$ cat config.mk
export PLATFORM = sky130hd
export DESIGN_NAME = pulse_count_current_scale_ctrl
export DESIGN_NICKNAME = d
export VERILOG_FILES = /design/src/verilog/pcw_pkg.sv /design/src/verilog/pcw_timer.sv /design/src/verilog/pulse_count_current_scale_ctrl.sv
export SDC_FILE = /design/constraint.sdc
export NUM_CORES = 1
export LEC_CHECK = 0
export BUFFER_PORTS_ARGS = -buffer_cell sky130_fd_sc_hd__buf_2
export CAP_MARGIN = 20
export CORE_MARGIN = 4
export CORE_UTILIZATION = 50
export DETAILED_ROUTE_END_ITERATION = 10
export PLACE_DENSITY = 0.82
export SYNTH_ARGS = -nofsm -noshare
export SYNTH_HDL_FRONTEND = slang
export SYNTH_SLANG_ARGS = --single-unit
$ cat constraint.sdc
create_clock -name CLK -period 2.4 [get_ports CLK]
set_input_delay 0.24 -clock CLK [delete_from_list [all_inputs] [get_ports CLK]]
set_output_delay 0.24 -clock CLK [all_outputs]
set_load 0.02 [all_outputs]
$ cat src/verilog/pcw_pkg.sv
package pcw_pkg;

    // Edge counts that select a register (address codes)
    localparam logic [4:0] ADDR_EDGES_BASE  = 5'h11;  // 17 edges = address 1
    localparam logic [2:0] ADDR_SHARED      = 3'h1;
    localparam logic [2:0] ADDR_MAIN        = 3'h2;
    localparam logic [2:0] ADDR_SUB         = 3'h3;
    localparam logic [2:0] ADDR_MAX_CURRENT = 3'h4;   // max_current_scale
    localparam logic [2:0] ADDR_LOW_CURRENT = 3'h5;
    localparam logic [4:0] DATA_MAX_EDGES   = 5'h10;  // 16
    localparam logic [4:0] ADDR_MAX_EDGES   = 5'h15;  // 21

    // Register contents after reset / shutdown
    localparam logic [3:0] REG_RESET_VALUE  = 4'h1;
    localparam logic [2:0] ADDR_RESET_VALUE = 3'h1;

    // Scale codes held in max_current_scale
    localparam logic [3:0] SCALE_20MA = 4'h1;
    localparam logic [3:0] SCALE_30MA = 4'h2;
    localparam logic [3:0] SCALE_15MA = 4'h3;
    localparam logic [3:0] SCALE_LOW  = 4'h4;

    // Timing at a 50 MHz clock
    localparam int CLK_PERIOD_NS      = 20;
    localparam int LATCH_TIMEOUT_NS   = 500;
    localparam int SHUTDOWN_TIMEOUT_NS = 500000;
    localparam int LATCH_CYCLES =
        (LATCH_TIMEOUT_NS + CLK_PERIOD_NS - 1) / CLK_PERIOD_NS;
    localparam int SHUTDOWN_CYCLES =
        (SHUTDOWN_TIMEOUT_NS + CLK_PERIOD_NS - 1) / CLK_PERIOD_NS;

    // Output scale selection
    typedef enum logic [1:0] {
        SEL_20MA,
        SEL_30MA,
        SEL_15MA,
        SEL_LOW
    } scale_sel_type;

endpackage : pcw_pkg

$ cat src/verilog/pcw_timer.sv
`timescale 1ns/1ps
`default_nettype none
// Saturating level-duration counter; flags when the level outlasts LIMIT
module pcw_timer
    import pcw_pkg::*;
#(
    parameter int WIDTH = 16,
    parameter int LIMIT = 25
) (
    // Clock and reset
    input  wire logic CLK,
    input  wire logic RST,
    // Level watch
    input  wire logic CLEAR,
    output logic      EXPIRED
);

    typedef struct packed {
        logic [WIDTH-1:0] count;
        logic             expired;
    } state_type;

    state_type state_reg;
    state_type state_next;

    always_comb begin
        state_next = state_reg;
        if (CLEAR) begin
            state_next.count   = '0;
            state_next.expired = 1'b0;
        end else if (state_reg.count < WIDTH'(LIMIT)) begin
            state_next.count = state_reg.count + WIDTH'(1);
        end else begin
            state_next.expired = 1'b1;
        end
    end

    always_ff @(posedge CLK or posedge RST) begin
        if (RST) begin
            state_reg <= '0;
        end else begin
            state_reg <= state_next;
        end
    end

    assign EXPIRED = state_reg.expired;

endmodule : pcw_timer
`default_nettype wire

$ cat src/verilog/pulse_count_current_scale_ctrl.sv
`timescale 1ns/1ps
`default_nettype none
module pulse_count_current_scale_ctrl
    import pcw_pkg::*;
#(
    parameter int SHUTDOWN_COUNT = SHUTDOWN_CYCLES
) (
    // Clock and reset
    input  wire logic      CLK,
    input  wire logic      RST,
    // Single-wire control pin
    input  wire logic      CTRL_PIN,
    // Thermal indication
    input  wire logic      OVER_TEMP,
    // Current sink settings, shutdown flag and pump enables
    output logic [3:0]     MAIN_LEVEL,
    output logic [3:0]     SUB_LEVEL,
    output logic [3:0]     LOW_CURRENT_LEVEL,
    output scale_sel_type  SCALE_SEL,
    output logic           SHUTDOWN,
    output logic           BACKLIGHT_PUMP_EN,
    output logic           FLASH_PUMP_EN
);

    typedef struct packed {
        logic       pin_prev;
        logic [4:0] edge_count;
        logic       pending;
        logic [2:0] address;
        logic [3:0] main_level;
        logic [3:0] sub_level;
        logic [3:0] max_current_scale;
        logic [3:0] low_current;
        logic       shutdown;
    } state_type;

    state_type state_reg;
    state_type state_next;

    localparam int FIRST_ADDR = int'(ADDR_SHARED);
    localparam int LAST_ADDR  = int'(ADDR_LOW_CURRENT);

    logic                        latch_expired;
    logic                        off_expired;
    logic                        rise;
    logic                        latch_now;
    logic                        count_is_data;
    logic                        count_is_addr;
    logic                        main_write;
    logic                        sub_write;
    logic                        scale_write;
    logic                        low_write;
    logic [3:0]                  data_value;
    logic [2:0]                  addr_value;
    logic [LAST_ADDR:FIRST_ADDR] addr_hit;
    scale_sel_type               scale_next;

    assign rise = CTRL_PIN & ~state_reg.pin_prev;

    // A new edge always wins over a latch due in the same cycle
    assign latch_now     = state_reg.pending & latch_expired & ~rise;
    assign count_is_data = state_reg.edge_count <= DATA_MAX_EDGES;
    assign count_is_addr = ~count_is_data
                         & (state_reg.edge_count <= ADDR_MAX_EDGES);

    // Code 16 reads back as 0 in four bits
    assign data_value = state_reg.edge_count[3:0];
    assign addr_value = 3'(state_reg.edge_count - ADDR_EDGES_BASE) + 3'h1;

    // One-hot view of the addressed register
    for (genvar i = FIRST_ADDR; i <= LAST_ADDR; i++) begin : g_addr_hit
        assign addr_hit[i] = state_reg.address == 3'(i);
    end

    // Address 1 loads both sink groups, 2 and 3 load one each
    assign main_write  = addr_hit[ADDR_SHARED] | addr_hit[ADDR_MAIN];
    assign sub_write   = addr_hit[ADDR_SHARED] | addr_hit[ADDR_SUB];
    assign scale_write = addr_hit[ADDR_MAX_CURRENT];
    assign low_write   = addr_hit[ADDR_LOW_CURRENT];

    // High-level timer restarts on each rising edge and while low
    pcw_timer #(
        .WIDTH (8),
        .LIMIT (LATCH_CYCLES)
    ) latch_timer (
        .CLK     (CLK),
        .RST     (RST),
        .CLEAR   (~CTRL_PIN | rise),
        .EXPIRED (latch_expired)
    );

    // Low-level timer for shutdown
    pcw_timer #(
        .WIDTH (16),
        .LIMIT (SHUTDOWN_COUNT)
    ) off_timer (
        .CLK     (CLK),
        .RST     (RST),
        .CLEAR   (CTRL_PIN),
        .EXPIRED (off_expired)
    );

    always_comb begin
        state_next          = state_reg;
        state_next.pin_prev = CTRL_PIN;
        if (off_expired) begin
            // Shutdown: every register back to 1, address 1
            state_next.shutdown          = 1'b1;
            state_next.address           = ADDR_RESET_VALUE;
            state_next.main_level        = REG_RESET_VALUE;
            state_next.sub_level         = REG_RESET_VALUE;
            state_next.max_current_scale = REG_RESET_VALUE;
            state_next.low_current       = REG_RESET_VALUE;
            state_next.edge_count        = '0;
            state_next.pending           = 1'b0;
            // The edge that ends a long low spell opens a burst
            if (rise) begin
                state_next.shutdown   = 1'b0;
                state_next.edge_count = 5'h01;
                state_next.pending    = 1'b1;
            end
        end else if (rise) begin
            state_next.shutdown = 1'b0;
            state_next.pending  = 1'b1;
            // Saturate so long bursts still read as out of range
            if (state_reg.edge_count != 5'h1f) begin
                state_next.edge_count = state_reg.edge_count + 5'h01;
            end
        end else if (latch_now) begin
            state_next.pending    = 1'b0;
            state_next.edge_count = '0;
            if (count_is_data) begin
                if (main_write) begin
                    state_next.main_level = data_value;
                end
                if (sub_write) begin
                    state_next.sub_level = data_value;
                end
                if (scale_write) begin
                    state_next.max_current_scale = data_value;
                end
                if (low_write) begin
                    state_next.low_current = data_value;
                end
            end else if (count_is_addr) begin
                state_next.address = addr_value;
            end
            // Counts above 21 leave address and data alone
        end
    end

    always_ff @(posedge CLK or posedge RST) begin
        if (RST) begin
            state_reg                   <= '0;
            // Pin idles high; a low start value would fake an edge
            state_reg.pin_prev          <= 1'b1;
            state_reg.address           <= ADDR_RESET_VALUE;
            state_reg.main_level        <= REG_RESET_VALUE;
            state_reg.sub_level         <= REG_RESET_VALUE;
            state_reg.max_current_scale <= REG_RESET_VALUE;
            state_reg.low_current       <= REG_RESET_VALUE;
            state_reg.shutdown          <= 1'b1;
        end else begin
            state_reg <= state_next;
        end
    end

    // Undefined scale codes fall back to the 20mA table
    always_comb begin
        case (state_next.max_current_scale)
            SCALE_30MA: scale_next = SEL_30MA;
            SCALE_15MA: scale_next = SEL_15MA;
            SCALE_LOW:  scale_next = SEL_LOW;
            default:    scale_next = SEL_20MA;
        endcase
    end

    always_ff @(posedge CLK or posedge RST) begin
        if (RST) begin
            MAIN_LEVEL        <= REG_RESET_VALUE;
            SUB_LEVEL         <= REG_RESET_VALUE;
            LOW_CURRENT_LEVEL <= REG_RESET_VALUE;
            SCALE_SEL         <= SEL_20MA;
            SHUTDOWN          <= 1'b1;
        end else begin
            // Level codes persist across scale changes
            MAIN_LEVEL        <= state_next.main_level;
            SUB_LEVEL         <= state_next.sub_level;
            LOW_CURRENT_LEVEL <= state_next.low_current;
            SCALE_SEL         <= scale_next;
            SHUTDOWN          <= state_next.shutdown;
        end
    end

    // Pumps follow the thermal flag one cycle later
    always_ff @(posedge CLK or posedge RST) begin
        if (RST) begin
            BACKLIGHT_PUMP_EN <= 1'b0;
            FLASH_PUMP_EN     <= 1'b0;
        end else begin
            BACKLIGHT_PUMP_EN <= ~state_next.shutdown & ~OVER_TEMP;
            FLASH_PUMP_EN     <= ~OVER_TEMP;
        end
    end

endmodule : pulse_count_current_scale_ctrl
`default_nettype wire
; ---- Yosys cells after proc, flatten, opt, wreduce, memory -nomap -nowiden
; Index checks and enable logic that the tools add are counted.
[word_totals]
output_inout_bits = 17
regBits = 57
wordCells = 89
inputBits = 4
[classes]
order_cmp = 4
reduce_logical = 14
addsub = 5
n_eq_ne = 14
bitwise = 14
n_mux = 22
[op_table]
columns = op, count
row1 = $mux W16, 2
row2 = $mux W26, 1
row3 = $mux W25, 1
row4 = $mux W19, 1
row5 = $mux W17, 1
row6 = $add A16 B1 Y16 const B, 1
row7 = $lt A16 B15 Y1 const B, 1
row8 = $mux W4, 4
row9 = $reduce_and A4 Y1, 4
row10 = $reduce_bool A2 Y1, 8
row11 = $le A5 B5 Y1 const B, 2
row12 = $mux W9, 1
row13 = $add A8 B1 Y8 const B, 1
row14 = $eq A4 B2 Y1 const B, 2
row15 = $lt A8 B5 Y1 const B, 1
row16 = $mux W8, 1
row17 = $eq A3 B2 Y1 const B, 2
row18 = $eq A3 B3 Y1 const B, 2
row19 = $mux W3, 2
row20 = $mux W6, 1
row21 = $ne A2 B1 Y1 const B, 3
row22 = $not A1 Y1, 6
row23 = $pmux W2 S3, 1
row24 = $add A5 B1 Y5 const B, 1
row25 = 14 further kinds, 23

; ---- Logic depth before layout (Yosys ltp)
[depth]
word_depth = 10
mapped_depth = 7
ltp_nobuf = 7

; ---- Hierarchy
; A second synthesis with hierarchy kept.
[unflattened]
hier_cells = 311
hier_area_um2 = 3124.2
[modules_own_cells]
columns = mod, n_inst, area_per_inst_um2, cells_each
row1 = pulse_count_current_scale_ctrl, 1, 1687.9, 170
row2 = pcw_timer at off_timer, 1, 1013.5, 103
row3 = pcw_timer at latch_timer, 1, 422.9, 38

; ---- Worst setup path after synthesis
; No wires, ideal clock.
[synth_path]
path_type = register -> register
from = register state_reg (netlist bit data_value[0])
to = register SCALE_SEL[1]
synth_period_minus_slack_ps = 2517
slack_ps = -117
stages_incl_launch_ff = 8
required_ps = 2327
n_path_buf = 0
t_arrival_ps = 2444
path_cell_list = dfrtp_1 -> inv_1 -> ha_1 -> or3b_4 -> a2111oi_4 -> mux2_2 -> or3b_1 -> a21oi_2
[synth_rtl]
columns = item, line_no
row1 = from (decl), pulse_count_current_scale_ctrl.sv:37  ; state_type state_reg;
row2 = from (signal assigned), pulse_count_current_scale_ctrl.sv:164  ; state_reg <= state_next;
row3 = to (signal assigned), pulse_count_current_scale_ctrl.sv:190  ; SCALE_SEL <= scale_next;
row4 = to (decl), pulse_count_current_scale_ctrl.sv:19  ; output scale_sel_type SCALE_SEL,

==> flow_summary.json <==
{
  "synthArstFlopShare_pct": 100,
  "start_kind": "register",
  "grt_pass1_wl_um": 8970,
  "grt_pass1_vias": 2010,
  "rsz0062_at_grt": "true",
  "cts.clk_slew.worst_paths_ns": 0.06,
  "critPathArrivalTime_ns": 2.62,
  "synth.distinct_cells": 42,
  "cts_tree": "built",
  "grt_max_degree": 58,
  "holdWs_ns": 0.0651,
  "post-dp-hpwl_um": 3600,
  "setup_ws_ns": 0.0390,
  "cp_max_fo": 4,
  "wl_per_cell_um": 13.5,
  "die_w_um": 82.9,
  "vias_per_cell": 5.46,
  "core.rowCount": 27,
  "drt-pass1-iter-count": 4,
  "antennaDiodeCount": 0,
  "initial_core_util_pct": 51.3,
  "cts_root_buf": "clkbuf_8",
  "ys_seq_area_share_pct": 51.2,
  "layout-drive-gt1-share_pct": 24.7,
  "wirelength_um": 5130,
  "tightest_slew_ns": 0.686,
  "hold_viol_final": 0,
  "die_h_um": 82.9,
  "ios": 21,
  "maxCapViolCount": 0,
  "vias": 2073,
  "cp.required_ns": 2.65,
  "gr-usage-all-layers_pct": 15.9,
  "worstHoldPathType": "input port to register",
  "max_freq_ghz": 0.424,
  "drc": 0,
  "ys.flop_type": "dfrtp_1",
  "cts_sinks": 57,
  "seq_area_um2": 1440,
  "status": "finished, final reports clean",
  "coreArea_um2": 5470,
  "htreeDepth": 3,
  "final.period_utilization_pct": 98.4,
  "final_net_count": 314,
  "ys_top_cells_by_area": "dfrtp_1, dfstp_2, mux2_2, nor2_1, a21oi_1",
  "multiInputGateArea_um2": 1230,
  "port_buffers": 20,
  "overflow": 0,
  "setup_viol": 0,
  "synth_top_area_share_pct": 44.6,
  "yosysTopAreaCell": "dfrtp_1",
  "pwr_density_cell_nw_per_um2": 711,
  "synth_edf_count": 0,
  "maxSlewViolCount": 0,
  "drt_iter0_drc": 124,
  "period_minus_slack_ns": 2.36,
  "globalplace.congestion": 0.865,
  "area_growth_pct": 15.8,
  "peakVddDrop_v": 0.000479,
  "syn_area_um2": 2810,
  "fp.dieArea_um2": 6870,
  "clock_latency_ns": 0.32,
  "finalSetupTns_ns": 0,
  "grt_antenna_before_repair": 0,
  "power.leakage_nw": 1.51,
  "synth.net_count": 285,
  "worstSetupEndpointType": "register",
  "clock_skew_ns": 0.00347,
  "yosysWarnings": 0,
  "path_class": "register to register",
  "post-place-ws_ns": 0.0669,
  "postRouteAntennaNets": 0,
  "fill_cells": 470,
  "synth-seq-cells": 57,
  "synth_area_per_cell_um2": 10.2,
  "layout.cells.most_common": "dfrtp_1",
  "cts_buffer_depth": 2,
  "cts_buffers": 9,
  "final_cell_mix": "dfrtp_1, nor2_1, buf_2",
  "largest_register_ffs": 16,
  "synthCells": 274,
  "relSlewSlack_pct": 54.3
}
-- kinds of logic after synthesis --
group,share of synthesized area [%]
AND/OR/NAND/NOR,20.1
multiplexers,6.87
AO/OA/AOI/OAI,10.8
flip-flops,51.2
XOR/XNOR,2.19
adder cells (fa/ha/maj),3.12
buffers and inverters,5.75
-- where the power goes --
| group | internal [mW] | switching (mW) |
|---|---|---|
| Sequential | 1.00 | 0.0408 |
| Clock | 0.643 | 0.352 |
| Combinational | 0.119 | 0.155 |
-- path summary, 6_finish.rpt --
check / slack, ns / startpoint / end / cells past startpoint
worst max-delay path: 0.04 / data_value[1]$_DFFE_PP0P_ / SCALE_SEL[1]$_DFF_PP0_ / 7
worst min-delay path: 0.07 / OVER_TEMP / FLASH_PUMP_EN$_DFF_PP0_ / 2
worst max register to register: 0.04 / data_value[1]$_DFFE_PP0P_ / SCALE_SEL[1]$_DFF_PP0_ / 7
worst min register to register: 0.48 / MAIN_LEVEL[0]$_DFFE_PP1P_ / MAIN_LEVEL[0]$_DFFE_PP1P_ / 2
max in group asynchronous: 1.85 / RST / MAIN_LEVEL[2]$_DFFE_PP0P_ / 3
min in group asynchronous: 0.09 / RST / off_timer.state_reg[3]$_DFFE_PP0P_ / 3
-- worst max-delay path, cell delays in order, from the launching register on --
cell,delay (ns)
dfrtp_1,0.39
inv_2,0.08
ha_4,0.12
or3b_4,0.38
a2111oi_4,0.45
mux2_4,0.36
or3b_4,0.38
a21oi_2,0.13
-- what timing repair did --
action | 4_1_cts | 5_1_grt
hold buffers | 0 | 0
setup endpoints to repair | 0 | 1
gates resized for setup | 0 | 5
buffers inserted | 0 | 2
-- routing by layer --
layer	wire length, um	global-route usage (%)	vias to the layer above
li1	-	-	1018
met1	2210	19.0	1001
met2	2620	26.5	50
met3	262	5.95	4
met4	39	5.20	0
met5	0	0	-
-- Yosys cell counts, types with 2 or more instances --
library cell  number
xor2_1             3
nand2_1           18
a21oi_1           19
o31ai_1            3
a211oi_1           2
and3_1             7
buf_4             12
xnor2_1            4
clkbuf_1           5
a31oi_1            3
nand3_1           10
nor2_1            26
mux2i_1            8
or3b_1             2
nor3_1             3
o21ai_0           12
nand2b_1           6
dfstp_2            7
or4_1              5
a22oi_1            2
mux2_2            10
or3_1              9
nor2b_1            7
dfrtp_1           50
inv_1             13
nand4_1            6
ha_1               7
-- per-stage QoR --
stage                     cell area, um^2  power, mW  utilization [%]  std cells
after floorplan                      2810       1.21                -        274
after CTS                            3210       2.33             58.7        378
after global placement               2990       1.30             54.7        362
final                                3250       2.31             59.4        380
after global routing                 3250       2.44             59.4        380
after detailed placement             2990       1.32             54.7        362
-- final cells by class --
| class | count | area share, % |
|---|---|---|
| Sequential cell | 57 | 44.2 |
| Clock inverter | 2 | 1.85 |
| Inverter | 13 | 1.50 |
| Multi-Input combinational cell | 186 | 37.9 |
| Timing Repair Buffer | 36 | 6.78 |
| Tap cell | 72 | 2.77 |
| Clock buffer | 14 | 5.01 |
(Power assumes the default switching activity.)
